[config.mk]
export PLATFORM = sky130hd
export DESIGN_NAME = flash_pin_if
export DESIGN_NICKNAME = d
export VERILOG_FILES = /design/src/pin_sync.v /design/src/status_guard.v /design/src/flash_pin_if.v
export VERILOG_INCLUDE_DIRS = /design/src
export SDC_FILE = /design/constraint.sdc
export NUM_CORES = 1
export LEC_CHECK = 0
export BUFFER_PORTS_ARGS = -buffer_cell sky130_fd_sc_hd__buf_2
export CORE_ASPECT_RATIO = 1.4
export CORE_MARGIN = 2
export CORE_UTILIZATION = 30
export CTS_BUF_LIST = sky130_fd_sc_hd__clkbuf_4
export DETAILED_ROUTE_END_ITERATION = 16
export GPL_TIMING_DRIVEN = 1
export HOLD_SLACK_MARGIN = 0.15
export PLACE_DENSITY_LB_ADDON = 0.2
export SYNTH_ARGS = -nofsm -noshare
export SYNTH_HDL_FRONTEND = slang
export SYNTH_SLANG_ARGS = --single-unit
[constraint.sdc]
create_clock -name i_clk -period 3.3 [get_ports i_clk]
set_input_delay 0.165 -clock i_clk [delete_from_list [all_inputs] [get_ports i_clk]]
set_output_delay 0.165 -clock i_clk [all_outputs]
set_load 0.05 [all_outputs]
[src/flash_pin_consts.vh]
`ifndef FLASH_PIN_CONSTS_VH
`define FLASH_PIN_CONSTS_VH

// ***************************************************
// Register byte offsets on the bus
// ***************************************************
`define OFF_CTRL        8'h00
`define OFF_STATUS      8'h04
`define OFF_STATE       8'h08
`define OFF_TXDATA      8'h0c
`define OFF_RXDATA      8'h10

// ***************************************************
// Control register fields
// ***************************************************
`define CTRL_WIDTH_LSB  0
`define CTRL_WIDTH_MSB  1
`define CTRL_DIR_OUT    2
`define CTRL_PAUSE_SEL  3
`define CTRL_RESET      4'h0

// ***************************************************
// Lane width codes
// ***************************************************
`define WIDTH_SINGLE    2'h0
`define WIDTH_DUAL      2'h1
`define WIDTH_QUAD      2'h2

// ***************************************************
// Status register fields and reset value
// ***************************************************
`define SR_BP0          2
`define SR_BP3          5
`define SR_QUAD_EN      6
`define SR_WR_LOCK      7
`define SR_GUARD_MASK   8'hfc
`define SR_RESET        8'h00

// ***************************************************
// State register fields
// ***************************************************
`define ST_RX_READY     4
`define ST_WP_REJECT    5

`endif

[src/pin_sync.v]
`timescale 1ns/1ps
`default_nettype none

// ***************************************************
// Two-stage synchroniser for pin levels
// ***************************************************
module pin_sync
#(
  parameter W = 6                    // Number of pins
)
(
  // Clock and reset
  input  wire         i_clk,
  input  wire         i_rstn,
  // Raw pin levels and settled copies
  input  wire [W-1:0] i_async,
  output wire [W-1:0] o_sync
);

  genvar g;

  // One pair of flops per pin; the first is read only by the second
  generate
    for (g = 0; g < W; g = g + 1)
    begin : g_bit
      reg meta_q;                    // First stage, may be metastable
      reg sync_q;                    // Second stage, safe to use
      always @(posedge i_clk or negedge i_rstn)
      begin
        if (!i_rstn)
        begin
          meta_q <= 1'b1;
          sync_q <= 1'b1;
        end
        else
        begin
          meta_q <= i_async[g];
          sync_q <= meta_q;
        end
      end
      assign o_sync[g] = sync_q;
    end
  endgenerate

endmodule // pin_sync

`default_nettype wire

[src/status_guard.v]
`timescale 1ns/1ps
`default_nettype none
`include "flash_pin_consts.vh"

// ***************************************************
// Write-protect gate for status register writes
// ***************************************************
module status_guard
(
  // Current and requested status
  input  wire [7:0] i_cur,
  input  wire [7:0] i_wdata,
  // Settled write-protect pin level
  input  wire       i_wp_level,
  // Value to store and refusal flag
  output wire [7:0] o_next,
  output wire       o_reject
);

  wire locked;                       // Guarded bits frozen

  // Lock only with the lock bit set, pin low, quad lanes off
  assign locked = i_cur[`SR_WR_LOCK] & ~i_cur[`SR_QUAD_EN] & ~i_wp_level;

  // Guarded bits keep their value while locked
  assign o_next = locked ? ((i_cur & `SR_GUARD_MASK) | (i_wdata & ~`SR_GUARD_MASK)) : i_wdata;

  // Report a refused change of a guarded bit
  assign o_reject = locked & (((i_cur ^ i_wdata) & `SR_GUARD_MASK) != 8'h00);

endmodule // status_guard

`default_nettype wire

[src/flash_pin_if.v]
// How it works
// - Select high: all data pins floated
// - Deselected: block rests in standby
// - Select low: block active, accepts traffic
// - Nothing accepted before first select fall
// - Input data ignored while select high
// - Single mode: capture lane zero on rise
// - Single mode: drive lane one on fall
// - Dual/quad: lanes bidirectional, rise in, fall out
// - Quad off: protect pin lane two, pause lane three
// - Lock set, protect low: guarded writes refused
// - Lock clear: status writes always allowed
// - Quad enable disables the protect function
// - Shared pin: pause or reset, pause default
// - Selector zero pause, one hardware reset
// - Quad enable removes pause and reset
// - Pause: float output, keep sequence, resume
`timescale 1ns/1ps
`default_nettype none
`include "flash_pin_consts.vh"

module flash_pin_if
(
  // Clock and reset
  input  wire        i_clk,
  input  wire        i_rstn,
  // APB slave
  input  wire        i_psel,
  input  wire        i_penable,
  input  wire        i_pwrite,
  input  wire [7:0]  i_paddr,
  input  wire [31:0] i_pwdata,
  output reg  [31:0] o_prdata,
  output wire        o_pready,
  output reg         o_pslverr,
  // Serial pins
  input  wire        i_sck,
  input  wire        i_cs_n,
  input  wire [3:0]  i_data_line,
  output reg  [3:0]  o_data_line,
  output wire [3:0]  o_data_line_oe_n,
  // Block state
  output wire        o_standby,
  output wire        o_link_reset
);

  // ***************************************************
  // Link states
  // ***************************************************
  localparam [3:0] ST_STANDBY = 4'h1; // Deselected, low power
  localparam [3:0] ST_ACTIVE  = 4'h2; // Selected, moving bits
  localparam [3:0] ST_PAUSE   = 4'h4; // Selected, paused
  localparam [3:0] ST_PINRST  = 4'h8; // Held in pin reset

  // ***************************************************
  // Declarations
  // ***************************************************
  wire [5:0] pins_s;                 // Settled pin levels
  wire       sck_s;                  // Settled serial clock
  wire       cs_s;                   // Settled select, high = off
  wire [3:0] dl_s;                   // Settled data lanes
  reg        sck_d_q;                // Clock one cycle ago
  reg        cs_d_q;                 // Select one cycle ago
  wire       sck_rise;               // Capture edge
  wire       sck_fall;               // Launch edge
  wire       cs_fall;                // Start of a selection
  reg  [3:0] state_q;                // One-hot link state
  reg  [3:0] state_d;
  reg        armed_q;                // Select fall seen
  reg  [3:0] ctrl_q;                 // Width, direction, selector
  reg  [7:0] sr_q;                   // Status bits
  reg  [7:0] tx_q;                   // Byte to send
  reg  [7:0] rx_q;                   // Last byte taken
  reg  [7:0] rx_cnt_q;               // Bytes taken, wraps
  reg        rx_rdy_q;               // Sticky byte-taken flag
  reg        wp_rej_q;               // Sticky refused-write flag
  reg  [7:0] in_sh_q;                // Input shifter
  reg  [2:0] in_cnt_q;               // Bits taken of this byte
  reg  [7:0] out_sh_q;               // Output shifter
  reg  [2:0] out_cnt_q;              // Bits sent of this byte
  wire [1:0] width;                  // Effective lane width
  wire [3:0] step;                   // Bits per clock
  wire       quad_en;                // Shared pins are data lanes
  wire       pause_lvl;              // Pause pin asserted
  wire       rst_lvl;                // Reset pin asserted
  wire       active;                 // Moving bits now
  wire       drive;                  // Lanes may be driven
  reg  [7:0] in_next;                // Shifter after a capture
  wire [3:0] in_sum;                 // Count after a capture
  wire [7:0] out_src;                // Byte being shifted out
  wire [7:0] sr_next;                // Status after a gated write
  wire       sr_reject;              // Gated write refused
  wire       wr_en;                  // Bus write in access phase
  wire       rd_setup;               // Bus access, read or write, in setup phase
  reg  [31:0] rd_mux;                // Read data by address
  reg        rd_bad;                 // Unmapped address
  wire       rx_take;                // Byte completed this cycle

  // ***************************************************
  // Pin synchronisers
  // ***************************************************
  // Clock, select and lanes all come from the far side
  pin_sync #(.W(6)) u_sync
  (
    .i_clk   (i_clk),
    .i_rstn  (i_rstn),
    .i_async ({i_sck, i_cs_n, i_data_line}),
    .o_sync  (pins_s)
  );

  assign sck_s = pins_s[5];
  assign cs_s  = pins_s[4];
  assign dl_s  = pins_s[3:0];

  // Previous levels for edge finding
  always @(posedge i_clk or negedge i_rstn)
  begin
    if (!i_rstn)
    begin
      sck_d_q <= 1'b1; // Matches the synchroniser reset, no false edge
      cs_d_q  <= 1'b1;
    end
    else
    begin
      sck_d_q <= sck_s;
      cs_d_q  <= cs_s;
    end
  end

  assign sck_rise = sck_s & ~sck_d_q;
  assign sck_fall = ~sck_s & sck_d_q;
  assign cs_fall  = ~cs_s & cs_d_q;

  // ***************************************************
  // Shared pin functions
  // ***************************************************
  assign quad_en = sr_q[`SR_QUAD_EN];

  // Quad enable strips pause and reset from lane three
  assign pause_lvl = ~quad_en & ~ctrl_q[`CTRL_PAUSE_SEL] & ~dl_s[3];
  assign rst_lvl   = ~quad_en & ctrl_q[`CTRL_PAUSE_SEL] & ~dl_s[3];

  // Quad width needs the shared pins; falls back to single otherwise
  assign width = (ctrl_q[`CTRL_WIDTH_MSB:`CTRL_WIDTH_LSB] == `WIDTH_QUAD && !quad_en) ? `WIDTH_SINGLE
               : ctrl_q[`CTRL_WIDTH_MSB:`CTRL_WIDTH_LSB];
  assign step  = (width == `WIDTH_QUAD) ? 4'h4 : (width == `WIDTH_DUAL) ? 4'h2 : 4'h1;

  // ***************************************************
  // Link state machine
  // ***************************************************
  // Pin reset outranks select; select outranks pause
  always @*
  begin
    state_d = state_q;
    case (state_q)
      ST_STANDBY:
      begin
        if (rst_lvl)
          state_d = ST_PINRST;
        else if (!cs_s)
          state_d = ST_ACTIVE;
      end
      ST_ACTIVE:
      begin
        if (rst_lvl)
          state_d = ST_PINRST;
        else if (cs_s)
          state_d = ST_STANDBY;
        else if (pause_lvl)
          state_d = ST_PAUSE;
      end
      ST_PAUSE:
      begin
        if (rst_lvl)
          state_d = ST_PINRST;
        else if (cs_s)
          state_d = ST_STANDBY;
        else if (!pause_lvl)
          state_d = ST_ACTIVE;
      end
      ST_PINRST:
      begin
        // Leave only to standby; a fresh select fall is needed
        if (!rst_lvl)
          state_d = ST_STANDBY;
      end
      default:
        state_d = ST_STANDBY;
    endcase
  end

  // State register
  always @(posedge i_clk or negedge i_rstn)
  begin
    if (!i_rstn)
      state_q <= ST_STANDBY;
    else
      state_q <= state_d;
  end

  // Armed on a select fall, lost on any reset
  always @(posedge i_clk or negedge i_rstn)
  begin
    if (!i_rstn)
      armed_q <= 1'b0;
    else if (state_q == ST_PINRST || rst_lvl)
      armed_q <= 1'b0;
    else if (cs_fall)
      armed_q <= 1'b1;
  end

  // Standby gates all shifting; pause freezes it in place
  assign active = (state_q == ST_ACTIVE) & armed_q & ~cs_s;

  assign o_standby    = (state_q == ST_STANDBY);
  assign o_link_reset = (state_q == ST_PINRST);

  // ***************************************************
  // Capture path, rising serial clock
  // ***************************************************
  // Lane one carries the higher bit in dual; in quad lane three carries the highest
  always @*
  begin
    case (width)
      `WIDTH_QUAD: in_next = {in_sh_q[3:0], dl_s[3], dl_s[2], dl_s[1], dl_s[0]};
      `WIDTH_DUAL: in_next = {in_sh_q[5:0], dl_s[1], dl_s[0]};
      default:     in_next = {in_sh_q[6:0], dl_s[0]};
    endcase
  end

  assign in_sum  = {1'b0, in_cnt_q} + step;
  assign rx_take = active & sck_rise & ~cs_fall & in_sum[3];

  // Input shifter and count
  always @(posedge i_clk or negedge i_rstn)
  begin
    if (!i_rstn)
    begin
      in_sh_q  <= 8'h00;
      in_cnt_q <= 3'h0;
    end
    else if (cs_fall || !armed_q)
    begin
      // Partial bits from an earlier selection are dropped
      in_sh_q  <= 8'h00;
      in_cnt_q <= 3'h0;
    end
    else if (active && sck_rise)
    begin
      in_sh_q  <= in_next;
      in_cnt_q <= in_sum[2:0];
    end
  end

  // ***************************************************
  // Launch path, falling serial clock
  // ***************************************************
  // A new byte starts from the transmit register
  assign out_src = (out_cnt_q == 3'h0) ? tx_q : out_sh_q;

  always @(posedge i_clk or negedge i_rstn)
  begin
    if (!i_rstn)
    begin
      out_sh_q    <= 8'h00;
      out_cnt_q   <= 3'h0;
      o_data_line <= 4'h0;
    end
    else if (cs_fall || !armed_q)
    begin
      out_sh_q  <= 8'h00;
      out_cnt_q <= 3'h0;
    end
    else if (active && sck_fall && ctrl_q[`CTRL_DIR_OUT])
    begin
      case (width)
        `WIDTH_QUAD:
        begin
          o_data_line <= out_src[7:4];
          out_sh_q    <= {out_src[3:0], 4'h0};
        end
        `WIDTH_DUAL:
        begin
          o_data_line <= {2'b00, out_src[7:6]};
          out_sh_q    <= {out_src[5:0], 2'b00};
        end
        default:
        begin
          o_data_line <= {2'b00, out_src[7], 1'b0};
          out_sh_q    <= {out_src[6:0], 1'b0};
        end
      endcase
      out_cnt_q <= out_cnt_q + step[2:0];
    end
  end

  // ***************************************************
  // Output enables, active low
  // ***************************************************
  // Held until synchronised select settles; a two-cycle lag on release
  assign drive = ~cs_s & armed_q & (state_q == ST_ACTIVE) & ctrl_q[`CTRL_DIR_OUT];

  assign o_data_line_oe_n[0] = ~(drive & (width != `WIDTH_SINGLE));
  assign o_data_line_oe_n[1] = ~drive;
  assign o_data_line_oe_n[2] = ~(drive & (width == `WIDTH_QUAD));
  assign o_data_line_oe_n[3] = ~(drive & (width == `WIDTH_QUAD));

  // ***************************************************
  // Status write gate
  // ***************************************************
  status_guard u_guard
  (
    .i_cur      (sr_q),
    .i_wdata    (i_pwdata[7:0]),
    .i_wp_level (dl_s[2]),
    .o_next     (sr_next),
    .o_reject   (sr_reject)
  );

  // ***************************************************
  // APB slave
  // ***************************************************
  // Zero wait states: every access completes in its first access cycle
  assign o_pready = 1'b1;
  assign wr_en    = i_psel & i_penable & i_pwrite;
  assign rd_setup = i_psel & ~i_penable;

  // Register writes and sticky flags
  always @(posedge i_clk or negedge i_rstn)
  begin
    if (!i_rstn)
    begin
      ctrl_q   <= `CTRL_RESET;
      sr_q     <= `SR_RESET;
      tx_q     <= 8'h00;
      rx_q     <= 8'h00;
      rx_cnt_q <= 8'h00;
      rx_rdy_q <= 1'b0;
      wp_rej_q <= 1'b0;
    end
    else
    begin
      if (wr_en && i_paddr == `OFF_CTRL)
        ctrl_q <= i_pwdata[3:0];
      if (wr_en && i_paddr == `OFF_STATUS)
        sr_q <= sr_next;
      if (wr_en && i_paddr == `OFF_TXDATA)
        tx_q <= i_pwdata[7:0];
      // A set in the same cycle as a clear wins
      if (rx_take)
      begin
        rx_q     <= in_next;
        rx_cnt_q <= rx_cnt_q + 8'h01;
        rx_rdy_q <= 1'b1;
      end
      else if (wr_en && i_paddr == `OFF_STATE && i_pwdata[`ST_RX_READY])
        rx_rdy_q <= 1'b0;
      if (wr_en && i_paddr == `OFF_STATUS && sr_reject)
        wp_rej_q <= 1'b1;
      else if (wr_en && i_paddr == `OFF_STATE && i_pwdata[`ST_WP_REJECT])
        wp_rej_q <= 1'b0;
    end
  end

  // Read selection by address
  always @*
  begin
    rd_mux = 32'h0000_0000;
    rd_bad = 1'b0;
    case (i_paddr)
      `OFF_CTRL:   rd_mux = {28'h0000000, ctrl_q};
      `OFF_STATUS: rd_mux = {24'h000000, sr_q};
      `OFF_STATE:  rd_mux = {16'h0000, rx_cnt_q, 2'b00, wp_rej_q, rx_rdy_q,
                             o_link_reset, (state_q == ST_PAUSE), armed_q, ~cs_s};
      `OFF_TXDATA: rd_mux = {24'h000000, tx_q};
      `OFF_RXDATA: rd_mux = {24'h000000, rx_q};
      default:     rd_bad = 1'b1;
    endcase
  end

  // Read data and error latched in the setup cycle
  always @(posedge i_clk or negedge i_rstn)
  begin
    if (!i_rstn)
    begin
      o_prdata  <= 32'h0000_0000;
      o_pslverr <= 1'b0;
    end
    else if (rd_setup)
    begin
      o_prdata  <= i_pwrite ? 32'h0000_0000 : rd_mux;
      o_pslverr <= rd_bad;
    end
  end

endmodule // flash_pin_if

`default_nettype wire

Word-level counts from Yosys, hierarchy flattened
Cells that the tools add are included.
{"block": "totals", "input_bits": 51, "wordCells": 148, "output_inout_bits": 44, "regBits": 115}
{"block": "classes", "bitwise_logic": 38, "add_sub_neg": 3, "n_eq_ne": 15, "n_mux": 35, "reduce_logical": 27}
{"operator": "case mux 16 bit (5 select lines)", "n": 1}
{"operator": "two-way mux 4 bit", "n": 9}
{"operator": "two-way mux 8 bit", "n": 4}
{"operator": "case mux 8 bit (2 select lines)", "n": 2}
{"operator": "bitwise AND 1 bit", "n": 23}
{"operator": "== test 8 x 4 -> 1 bit (second input constant)", "n": 2}
{"operator": "two-way mux 16 bit", "n": 1}
{"operator": "case mux 4 bit (4 select lines)", "n": 1}
{"operator": "two-way mux 3 bit", "n": 5}
{"operator": "two-way mux 7 bit", "n": 2}
{"operator": "inverter 1 bit", "n": 13}
{"operator": "nonzero test 2 bit", "n": 6}
{"operator": "logical AND 1 bit", "n": 11}
{"operator": "adder 8 x 1 -> 8 bit (second input constant)", "n": 1}
{"operator": "== test 8 x 3 -> 1 bit (second input constant)", "n": 1}
{"operator": "== test 8 x 5 -> 1 bit (second input constant)", "n": 1}
{"operator": "zero test 8 bit", "n": 1}
{"operator": "!= test 4 x 3 -> 1 bit (second input constant)", "n": 2}
{"operator": "bitwise OR 8 x 2 -> 8 bit", "n": 1}
{"operator": "case mux 4 bit (2 select lines)", "n": 1}
{"operator": "nonzero test 8 bit", "n": 1}
{"operator": "bitwise XOR 8 bit", "n": 1}
{"operator": "two-way mux 1 bit", "n": 7}
{"operator": "OR reduction 5 bit", "n": 1}
{"operator": "other kinds (16)", "n": 20}

Longest topological paths before layout
Gate-level depths: netlist of run 1.
{"block": "logic_depth", "ltp_word": 9, "depth_mapped": 9, "depth_no_buf": 9}

Cells and area by module
From an unflattened synthesis of run 1, not the netlist that was laid out.
{"block": "hier_totals", "cells_unflattened": 421, "area_unflattened_um2": 4903.5}
{"module": "flash_pin_if", "cells_each": 386, "seq_area_each_um2": 2155.8, "area_each_um2": 4389.2, "instances": 1}
{"module": "pin_sync", "cells_each": 18, "seq_area_each_um2": 315.3, "area_each_um2": 360.3, "instances": 1}
{"module": "status_guard", "cells_each": 17, "seq_area_each_um2": 0.0, "area_each_um2": 153.9, "instances": 1}

Worst setup path before layout of run 1
No wires, ideal clock.
{"block": "synth_path", "path_type": "flip-flop to flip-flop", "start": "register state_q[2]", "end": "register o_prdata[3]", "setup_slack_ns": 0.022, "period_less_slack_ns": 3.278, "required_time_ns": 3.204, "n_path_buf": 1, "stages_incl_launch_ff": 6, "t_arrival_ns": 3.182, "setup_ns": 0.096, "path_cell_list": "dfrtp_1 clkbuf_1 nor4b_1 mux4_2 a32oi_1 o31ai_1"}
{"block": "synth_via", "elab_chain_len": 3}
{"item": "from (decl)", "line_no": "flash_pin_if.v:67", "rtl": "reg [3:0] state_q;"}
{"item": "from (signal assigned)", "line_no": "flash_pin_if.v:198", "rtl": "state_q <= state_d;"}
{"item": "== test 4 bit", "line_no": "flash_pin_if.v:216", "rtl": "assign o_link_reset = (state_q == ST_PINRST);"}
{"item": "via o_link_reset", "line_no": "flash_pin_if.v:44", "rtl": "output wire o_link_reset"}
{"item": "case mux 16 bit (5 select lines)", "line_no": "flash_pin_if.v:370", "rtl": "case (i_paddr)"}
{"item": "two-way mux 16 bit", "line_no": "flash_pin_if.v:391", "rtl": "o_prdata <= i_pwrite ? 32'h0000_0000 : rd_mux;"}
{"item": "to (signal assigned)", "line_no": "flash_pin_if.v:391"}
{"item": "to (decl)", "line_no": "flash_pin_if.v:33", "rtl": "output reg [31:0] o_prdata,"}
The timed path passes the listed nets, and every way through them passes these cells.
A chain may end at the register's enable or synchronous reset.

Worst setup path in the final report of run 1
{"block": "layout_path", "start": "register sr_q[6]", "end": "register rx_q[0]"}
{"block": "layout_via", "elab_chain_len": 8, "word_cells_on_any_way": 9, "cone_classes": "1 x add/sub; 2 x eq/ne; 3 x mux; 1 x bitwise; 2 x reduce/logical"}
{"item": "from (decl)", "line_no": "flash_pin_if.v:71", "rtl": "reg [7:0] sr_q;"}
{"item": "from (signal assigned)", "line_no": "flash_pin_if.v:334", "rtl": "sr_q <= `SR_RESET;"}
{"item": "from (signal assigned)", "line_no": "flash_pin_if.v:346", "rtl": "sr_q <= sr_next;"}
{"item": "zero test 1 bit *", "line_no": "flash_pin_if.v:144", "rtl": "assign width = (ctrl_q[`CTRL_WIDTH_MSB:`CTRL_WIDTH_LSB] == `WIDTH_QUAD && !quad_en) ? `WIDTH_SINGLE"}
{"item": "logical AND 1 bit *", "line_no": "flash_pin_if.v:144"}
{"item": "two-way mux 2 bit *", "line_no": "flash_pin_if.v:144"}
{"item": "== test 2 x 1 -> 1 bit"}
{"item": "two-way mux 2 bit", "line_no": "flash_pin_if.v:146", "rtl": "assign step = (width == `WIDTH_QUAD) ? 4'h4 : (width == `WIDTH_DUAL) ? 4'h2 : 4'h1;"}
{"item": "two-way mux 3 bit *", "line_no": "flash_pin_if.v:146"}
{"item": "adder 3 x 3 -> 4 bit *", "line_no": "flash_pin_if.v:231", "rtl": "assign in_sum = {1'b0, in_cnt_q} + step;"}
{"item": "bitwise AND 1 bit *", "line_no": "flash_pin_if.v:232", "rtl": "assign rx_take = active & sck_rise & ~cs_fall & in_sum[3];"}
{"item": "to (signal assigned)", "line_no": "flash_pin_if.v:352", "rtl": "rx_q <= in_next;"}
{"item": "to (decl)", "line_no": "flash_pin_if.v:73", "rtl": "reg [7:0] rx_q;"}
Every way passes the cells marked *; elsewhere a longest branch is shown, timed or not.

==> impl_metrics.ini, run 1 <==
[run_status]
status = finished, final reports clean

[drt]
antenna_left = 0
routed_via_density = 5.07
routed_wl_um = 11800
drt_iter0_drc = 214
wl_per_cell_um = 16.9
dr.pass1.iters = 4
drc = 0
num_vias = 3534

[worst_hold_path]
holdPathStages = 4
hold_class = input pin to register
hold_path.startpoint = i_paddr[4]

[power_and_ir_drop]
pwr-share-comb = 0.123
pwr-share-clk = 0.304
ir_drop_uv = 219
total_power_mw = 2.22
switching_share = 0.294
pwr_density_cell_nw_per_um2 = 396
p_int_mw = 1.57
seqPwrFrac = 0.572
switchingPower_mw = 0.655
p_leak_nw = 2.70

[yosys]
synth-edff-count = 0
netlist_area_um2 = 4880
synth_largest_area_cell = dfrtp_1
async_flop_share = 1.00
ys_top_cells_by_area = dfrtp_1 (43%), dfstp_2 (8.1%), mux2_2 (5.8%)
synth_seq_area_share = 0.507
netlist_instances = 425
synthMostInstantiatedCell = dfrtp_1
synth_commonest_cells = dfrtp_1 (83), mux2_2 (25), o21ai_0 (25)
syn-mean-instance-area_um2 = 11.5
yosys_warnings = 0
synth_flop_cell = dfrtp_1
synth_cell_types = 57
ys_ff_latch = 98
synth_top_area_frac = 0.426

[sta]
maxClockFrequency_mhz = 365
clock-skew-final_ps = 17.3
relSlewSlack = 0.477
hold_viol = 0
period_share = 0.829
finalCriticalPeriod_ps = 2740
fin_setup_tns_ps = 0
maxSlewViolCount = 0
grt_setup_unrepaired = false
worst_pin_slew_ps = 777
finalSetupViolations = 0

[die]
initial_core_util = 0.304
core_area_um2 = 16000
fp.dieW_um = 112
die_h_um = 155
rows = 55
die-area_um2 = 17300
io_pins = 95

[place]
gp_congestion = 0.801
io_buffers = 53
placed_area_um2 = 5290
dp_hpwl_um = 8720

[layout]
postLayoutCellArea_um2 = 5610
area_growth_syn_to_layout_pct = 15.1
final_nets = 554
drive_gt1_frac = 0.272

[critical_path]
cp_max_fo = 13
critical_path_arrival_ps = 3080
crit_start = sr_q[6]$_DFFE_PN0P_
rr_worst_depth = 8
worst-setup-path-type = register to register
crit_required_ps = 3640
crit_path_end_kind = register
r2r_start = sr_q[6]$_DFFE_PN0P_
critical_path.startpoint_type = register

[grt]
grt_pass1_wl_um = 19100
grt_pass1_vias = 3472
antenna_found_initial = 1
grt_usage = 0.139
overflow = 0
grt_max_degree = 53

[clocking]
cts_made_buffers = 9
cts_sinks = 98
clk_path_buf_depth = 2
cts_max_level = 3
cts_tree = yes
insertion_delay_ps = 450
clk_pin_slew_worst_paths_ps = 170
cts-root-buf = clkbuf_4
ctsResizeCount = 0

[run]
drv_cap = 0
[registers in the layout, summed over array words and instances (netlist names), 3 cells and up]
register	flops
in_cnt_q	3
state_q	4
out_cnt_q	3
rx_q	8
in_sh_q	7
out_sh_q	7
tx_q	8
sr_q	8
o_data_line	4
rx_cnt_q	8
u_sync.g_bit.meta_q	6
ctrl_q	4
u_sync.g_bit.sync_q	6
o_prdata	16
[path summary, 6_finish.rpt]
path                                                    end  slack, ps
max in group asynchronous            state_q[0]$_DFFE_PN1P_       2180
min                                 o_prdata[0]$_DFFE_PN0P_        210
min reg2reg                u_sync.g_bit[5].sync_q$_DFF_PN1_        370
min in group asynchronous               rx_q[6]$_DFFE_PN0P_        280
max                                     rx_q[0]$_DFFE_PN0P_        560
max reg2reg                             rx_q[0]$_DFFE_PN0P_        560
[power groups by stage]
stage / registers [mW] / clock network [mW] / logic, mW
floorplan: 1.27 / 0 / 0.215
global placement: 1.29 / 0 / 0.257
detailed placement: 1.29 / 0 / 0.261
CTS: 1.27 / 0.704 / 0.277
global route: 1.28 / 0.758 / 0.300
finish: 1.27 / 0.677 / 0.274
[metal layers]
metal  vias up  part of all wire  track usage
met5         -                 0            0
met4         0             0.025       0.0564
met3        16             0.033       0.0231
met2        92              0.50        0.232
met1      1768              0.44        0.179
li1       1658                 -            -
[through the flow]
stage | util | hold slack [ps] | cells | setup WS [ps]
after floorplan | - | -131 | 440 | 22.2
after global placement | 0.330 | 253 | 662 | 612
after detailed placement | 0.330 | 259 | 662 | 606
after CTS | 0.350 | 171 | 696 | 558
after global routing | 0.350 | 210 | 697 | 435
final | 0.350 | 207 | 697 | 563
[logic make-up after synthesis]
group | synth area share
AO/OA/AOI/OAI | 0.148
XOR/XNOR | 0.0305
adder cells (fa/ha/maj) | 0.0313
buffers and inverters | 0.0603
flip-flops | 0.507
multiplexers | 0.112
other | 0.00154
AND/OR/NAND/NOR | 0.110
[placed cells by master, fill, tap and decap left out, drive strengths merged, types with 11 or more instances in the layout]
cell	count
dfstp	15
inv	18
dlygate4sd3	18
xor2	11
nor2	16
buf	63
o21ai	25
nand2	24
dfrtp	83
conb	17
mux2i	12
a22o	18
mux2	30
[cell type report]
class | count | area, um2
fillers | 1618 | 10400
flip-flops and latches | 98 | 2470
multi-input cells | 287 | 2170
repair buffers | 81 | 523
well taps | 199 | 249
clock inverters | 7 | 76.3
clock buffers | 9 | 67.6
inverters | 15 | 56.3
diodes | 1 | 2.50
[worst max-delay path: stages (launching register included)]
cell	delay (ps)
dfrtp_1	490
o21ai_0	200
buf_4	150
inv_1	40
ha_1	350
ha_1	400
a21oi_1	90
or3_1	540
mux2_4	370
[timing repair]
item,CTS,global route
hold buffers,18,0
endpoints found under the hold margin,82,0
buffers inserted,0,0
setup endpoints to repair,0,0
(Power assumes the default switching activity.)
==> run 2: changes to the inputs <==
- clock period: 3.3 -> 2.8 ns (I/O delays scaled with it)
==> impl_metrics.ini, run 2 (synthesis results as in run 1) <==
[layout]
layout_common_cells = dfrtp_1 (83), buf_2 (52), o21ai_0 (25), mux2_2 (25), nand2_1 (24)
regArea_um2 = 2470
largest_reg_flops = 16
multiInputGateArea_um2 = 2170
drive_gt1_frac = 0.282
layout_commonest_cell = dfrtp_1
postLayoutCellArea_um2 = 5690
fillers = 1605
final_nets = 560
area_growth_syn_to_layout_pct = 16.7
regMostFlops = o_prdata

[grt]
overflow = 0
grt_max_degree = 52
grt_pass1_vias = 3495
grt_pass1_wl_um = 19400
grt_usage = 0.141
antenna_found_initial = 1

[clocking]
cts_tree = yes
cts_sinks = 98
insertion_delay_ps = 470
clk_pin_slew_worst_paths_ps = 180
cts-root-buf = clkbuf_4
clk_path_buf_depth = 2
cts.hold.buffers_added = 19
cts_setup_buffers = 0
cts_max_level = 3
ctsResizeCount = 0
cts_made_buffers = 9

[power_and_ir_drop]
p_leak_nw = 2.74
ir_drop_uv = 263
pwr-share-comb = 0.124
switching_share = 0.300
pwr-share-clk = 0.311
seqPwrFrac = 0.565
total_power_mw = 2.66
p_int_mw = 1.86
switchingPower_mw = 0.797
pwr_density_cell_nw_per_um2 = 467

[die]
core_area_um2 = 16000
die-area_um2 = 17300
die_h_um = 155
rows = 55
io_pins = 95
fp.dieW_um = 112
initial_core_util = 0.304

[critical_path]
crit_family = simple AND/OR/NAND/NOR gates
crit_path_end_kind = register
critical_path.startpoint_type = register
rrSetupSlack_ps = 170
cpPeakStageDelay_ps = 590
r2r_start = state_q[1]$_DFFE_PN0P_
crit_required_ps = 3170
rr_endpoint = rx_q[5]$_DFFE_PN0P_
crit_path_cell_trace = or4b_4 -> or3_4 -> or3_1 -> mux2_4
cp_max_fo = 14
critical_path_arrival_ps = 2990
crit_path_top_delay_cell = or3_1
worst-setup-path-type = register to register
rr_worst_depth = 4
path_buf_inv = 0

[sta]
maxClockFrequency_mhz = 380
fin_setup_tns_ps = 0
period_share = 0.939
finalSetupViolations = 0
relSlewSlack = 0.452
hold_viol = 0
maxSlewViolCount = 0
worst_pin_slew_ps = 820
grt_setup_unrepaired = false
finalCriticalPeriod_ps = 2630
clock-skew-final_ps = 19.8

[place]
gp_congestion = 0.776
dp_hpwl_um = 8670
io_buffers = 53
placed_area_um2 = 5340

[drt]
num_vias = 3475
drt_iter0_drc = 220
wl_per_cell_um = 16.9
routed_via_density = 4.94
dr.pass1.iters = 6
antenna_left = 0
routed_wl_um = 11900
drc = 0

[worst_hold_path]
hold_path.startpoint = i_psel
hold_end = o_prdata[6]$_DFFE_PN0P_
hold_class = input pin to register
holdPathStages = 5

[run_status]
status = finished, final reports clean

[run]
drv_cap = 0
## run 2: cell count changes in the layout (fill, tap and decap cells not counted)
cell           change
buf_12             +1
nor4b_1            -1
clkinv_1           -1
dlygate4sd3_1      +1
clkinv_4           +2
clkinv_2           -1
nor4b_2            +1
buf_4              +4
## run 2: worst min-delay path: stages
cell and delay (ps):
buf_2 100, nand2b_1 50, buf_4 200, nand2_1 80
o21ai_0 60
## run 2: through the flow
stage / std cells / hold slack, ps / worst slack, ps / util
floorplan: 440 / -156 / 76.0 / -
global placement: 667 / 220 / 248 / 0.333
detailed placement: 667 / 216 / 211 / 0.333
CTS: 702 / 161 / 175 / 0.355
global route: 703 / 178 / 71.7 / 0.355
finish: 703 / 183 / 171 / 0.355
## run 2: per-layer routing
| layer | up-vias | GRT usage | share of wire |
|---|---|---|---|
| met1 | 1720 | 0.186 | 0.45 |
| met2 | 71 | 0.238 | 0.51 |
| met5 | - | 0 | 0 |
| li1 | 1673 | - | - |
| met3 | 11 | 0.0223 | 0.029 |
| met4 | 0 | 0.0464 | 0.018 |
## run 2: final cells by class
cell class / count / area share
diodes: 1 / 0.000440
clock buffers: 9 / 0.0119
clock inverters: 7 / 0.0150
inverters: 15 / 0.00990
multi-input cells: 287 / 0.382
flip-flops and latches: 98 / 0.434
well taps: 199 / 0.0438
repair buffers: 87 / 0.103
## run 2: how the worst max path moves through the flow
stage,depth (start not counted),start,to
4_1_cts,4,state_q[1]$_DFFE_PN0P_,rx_q[5]$_DFFE_PN0P_
2_1_floorplan,4,state_q[0]$_DFFE_PN1P_,state_q[3]$_DFFE_PN0P_
3_3_place_gp,4,state_q[3]$_DFFE_PN0P_,rx_q[7]$_DFFE_PN0P_
6_report,4,state_q[1]$_DFFE_PN0P_,rx_q[5]$_DFFE_PN0P_
3_5_place_dp,4,state_q[3]$_DFFE_PN0P_,rx_q[5]$_DFFE_PN0P_
5_1_grt,4,state_q[1]$_DFFE_PN0P_,rx_q[4]$_DFFE_PN0P_
## run 2: power by group through the flow
stage          sequential, mW  clock (mW)  combinational (mW)
5_1_grt                  1.51       0.934               0.362
2_1_floorplan            1.50           0               0.256
6_report                 1.50       0.828               0.329
3_3_place_gp             1.52           0               0.308
3_5_place_dp             1.53           0               0.312
4_1_cts                  1.50       0.862               0.333
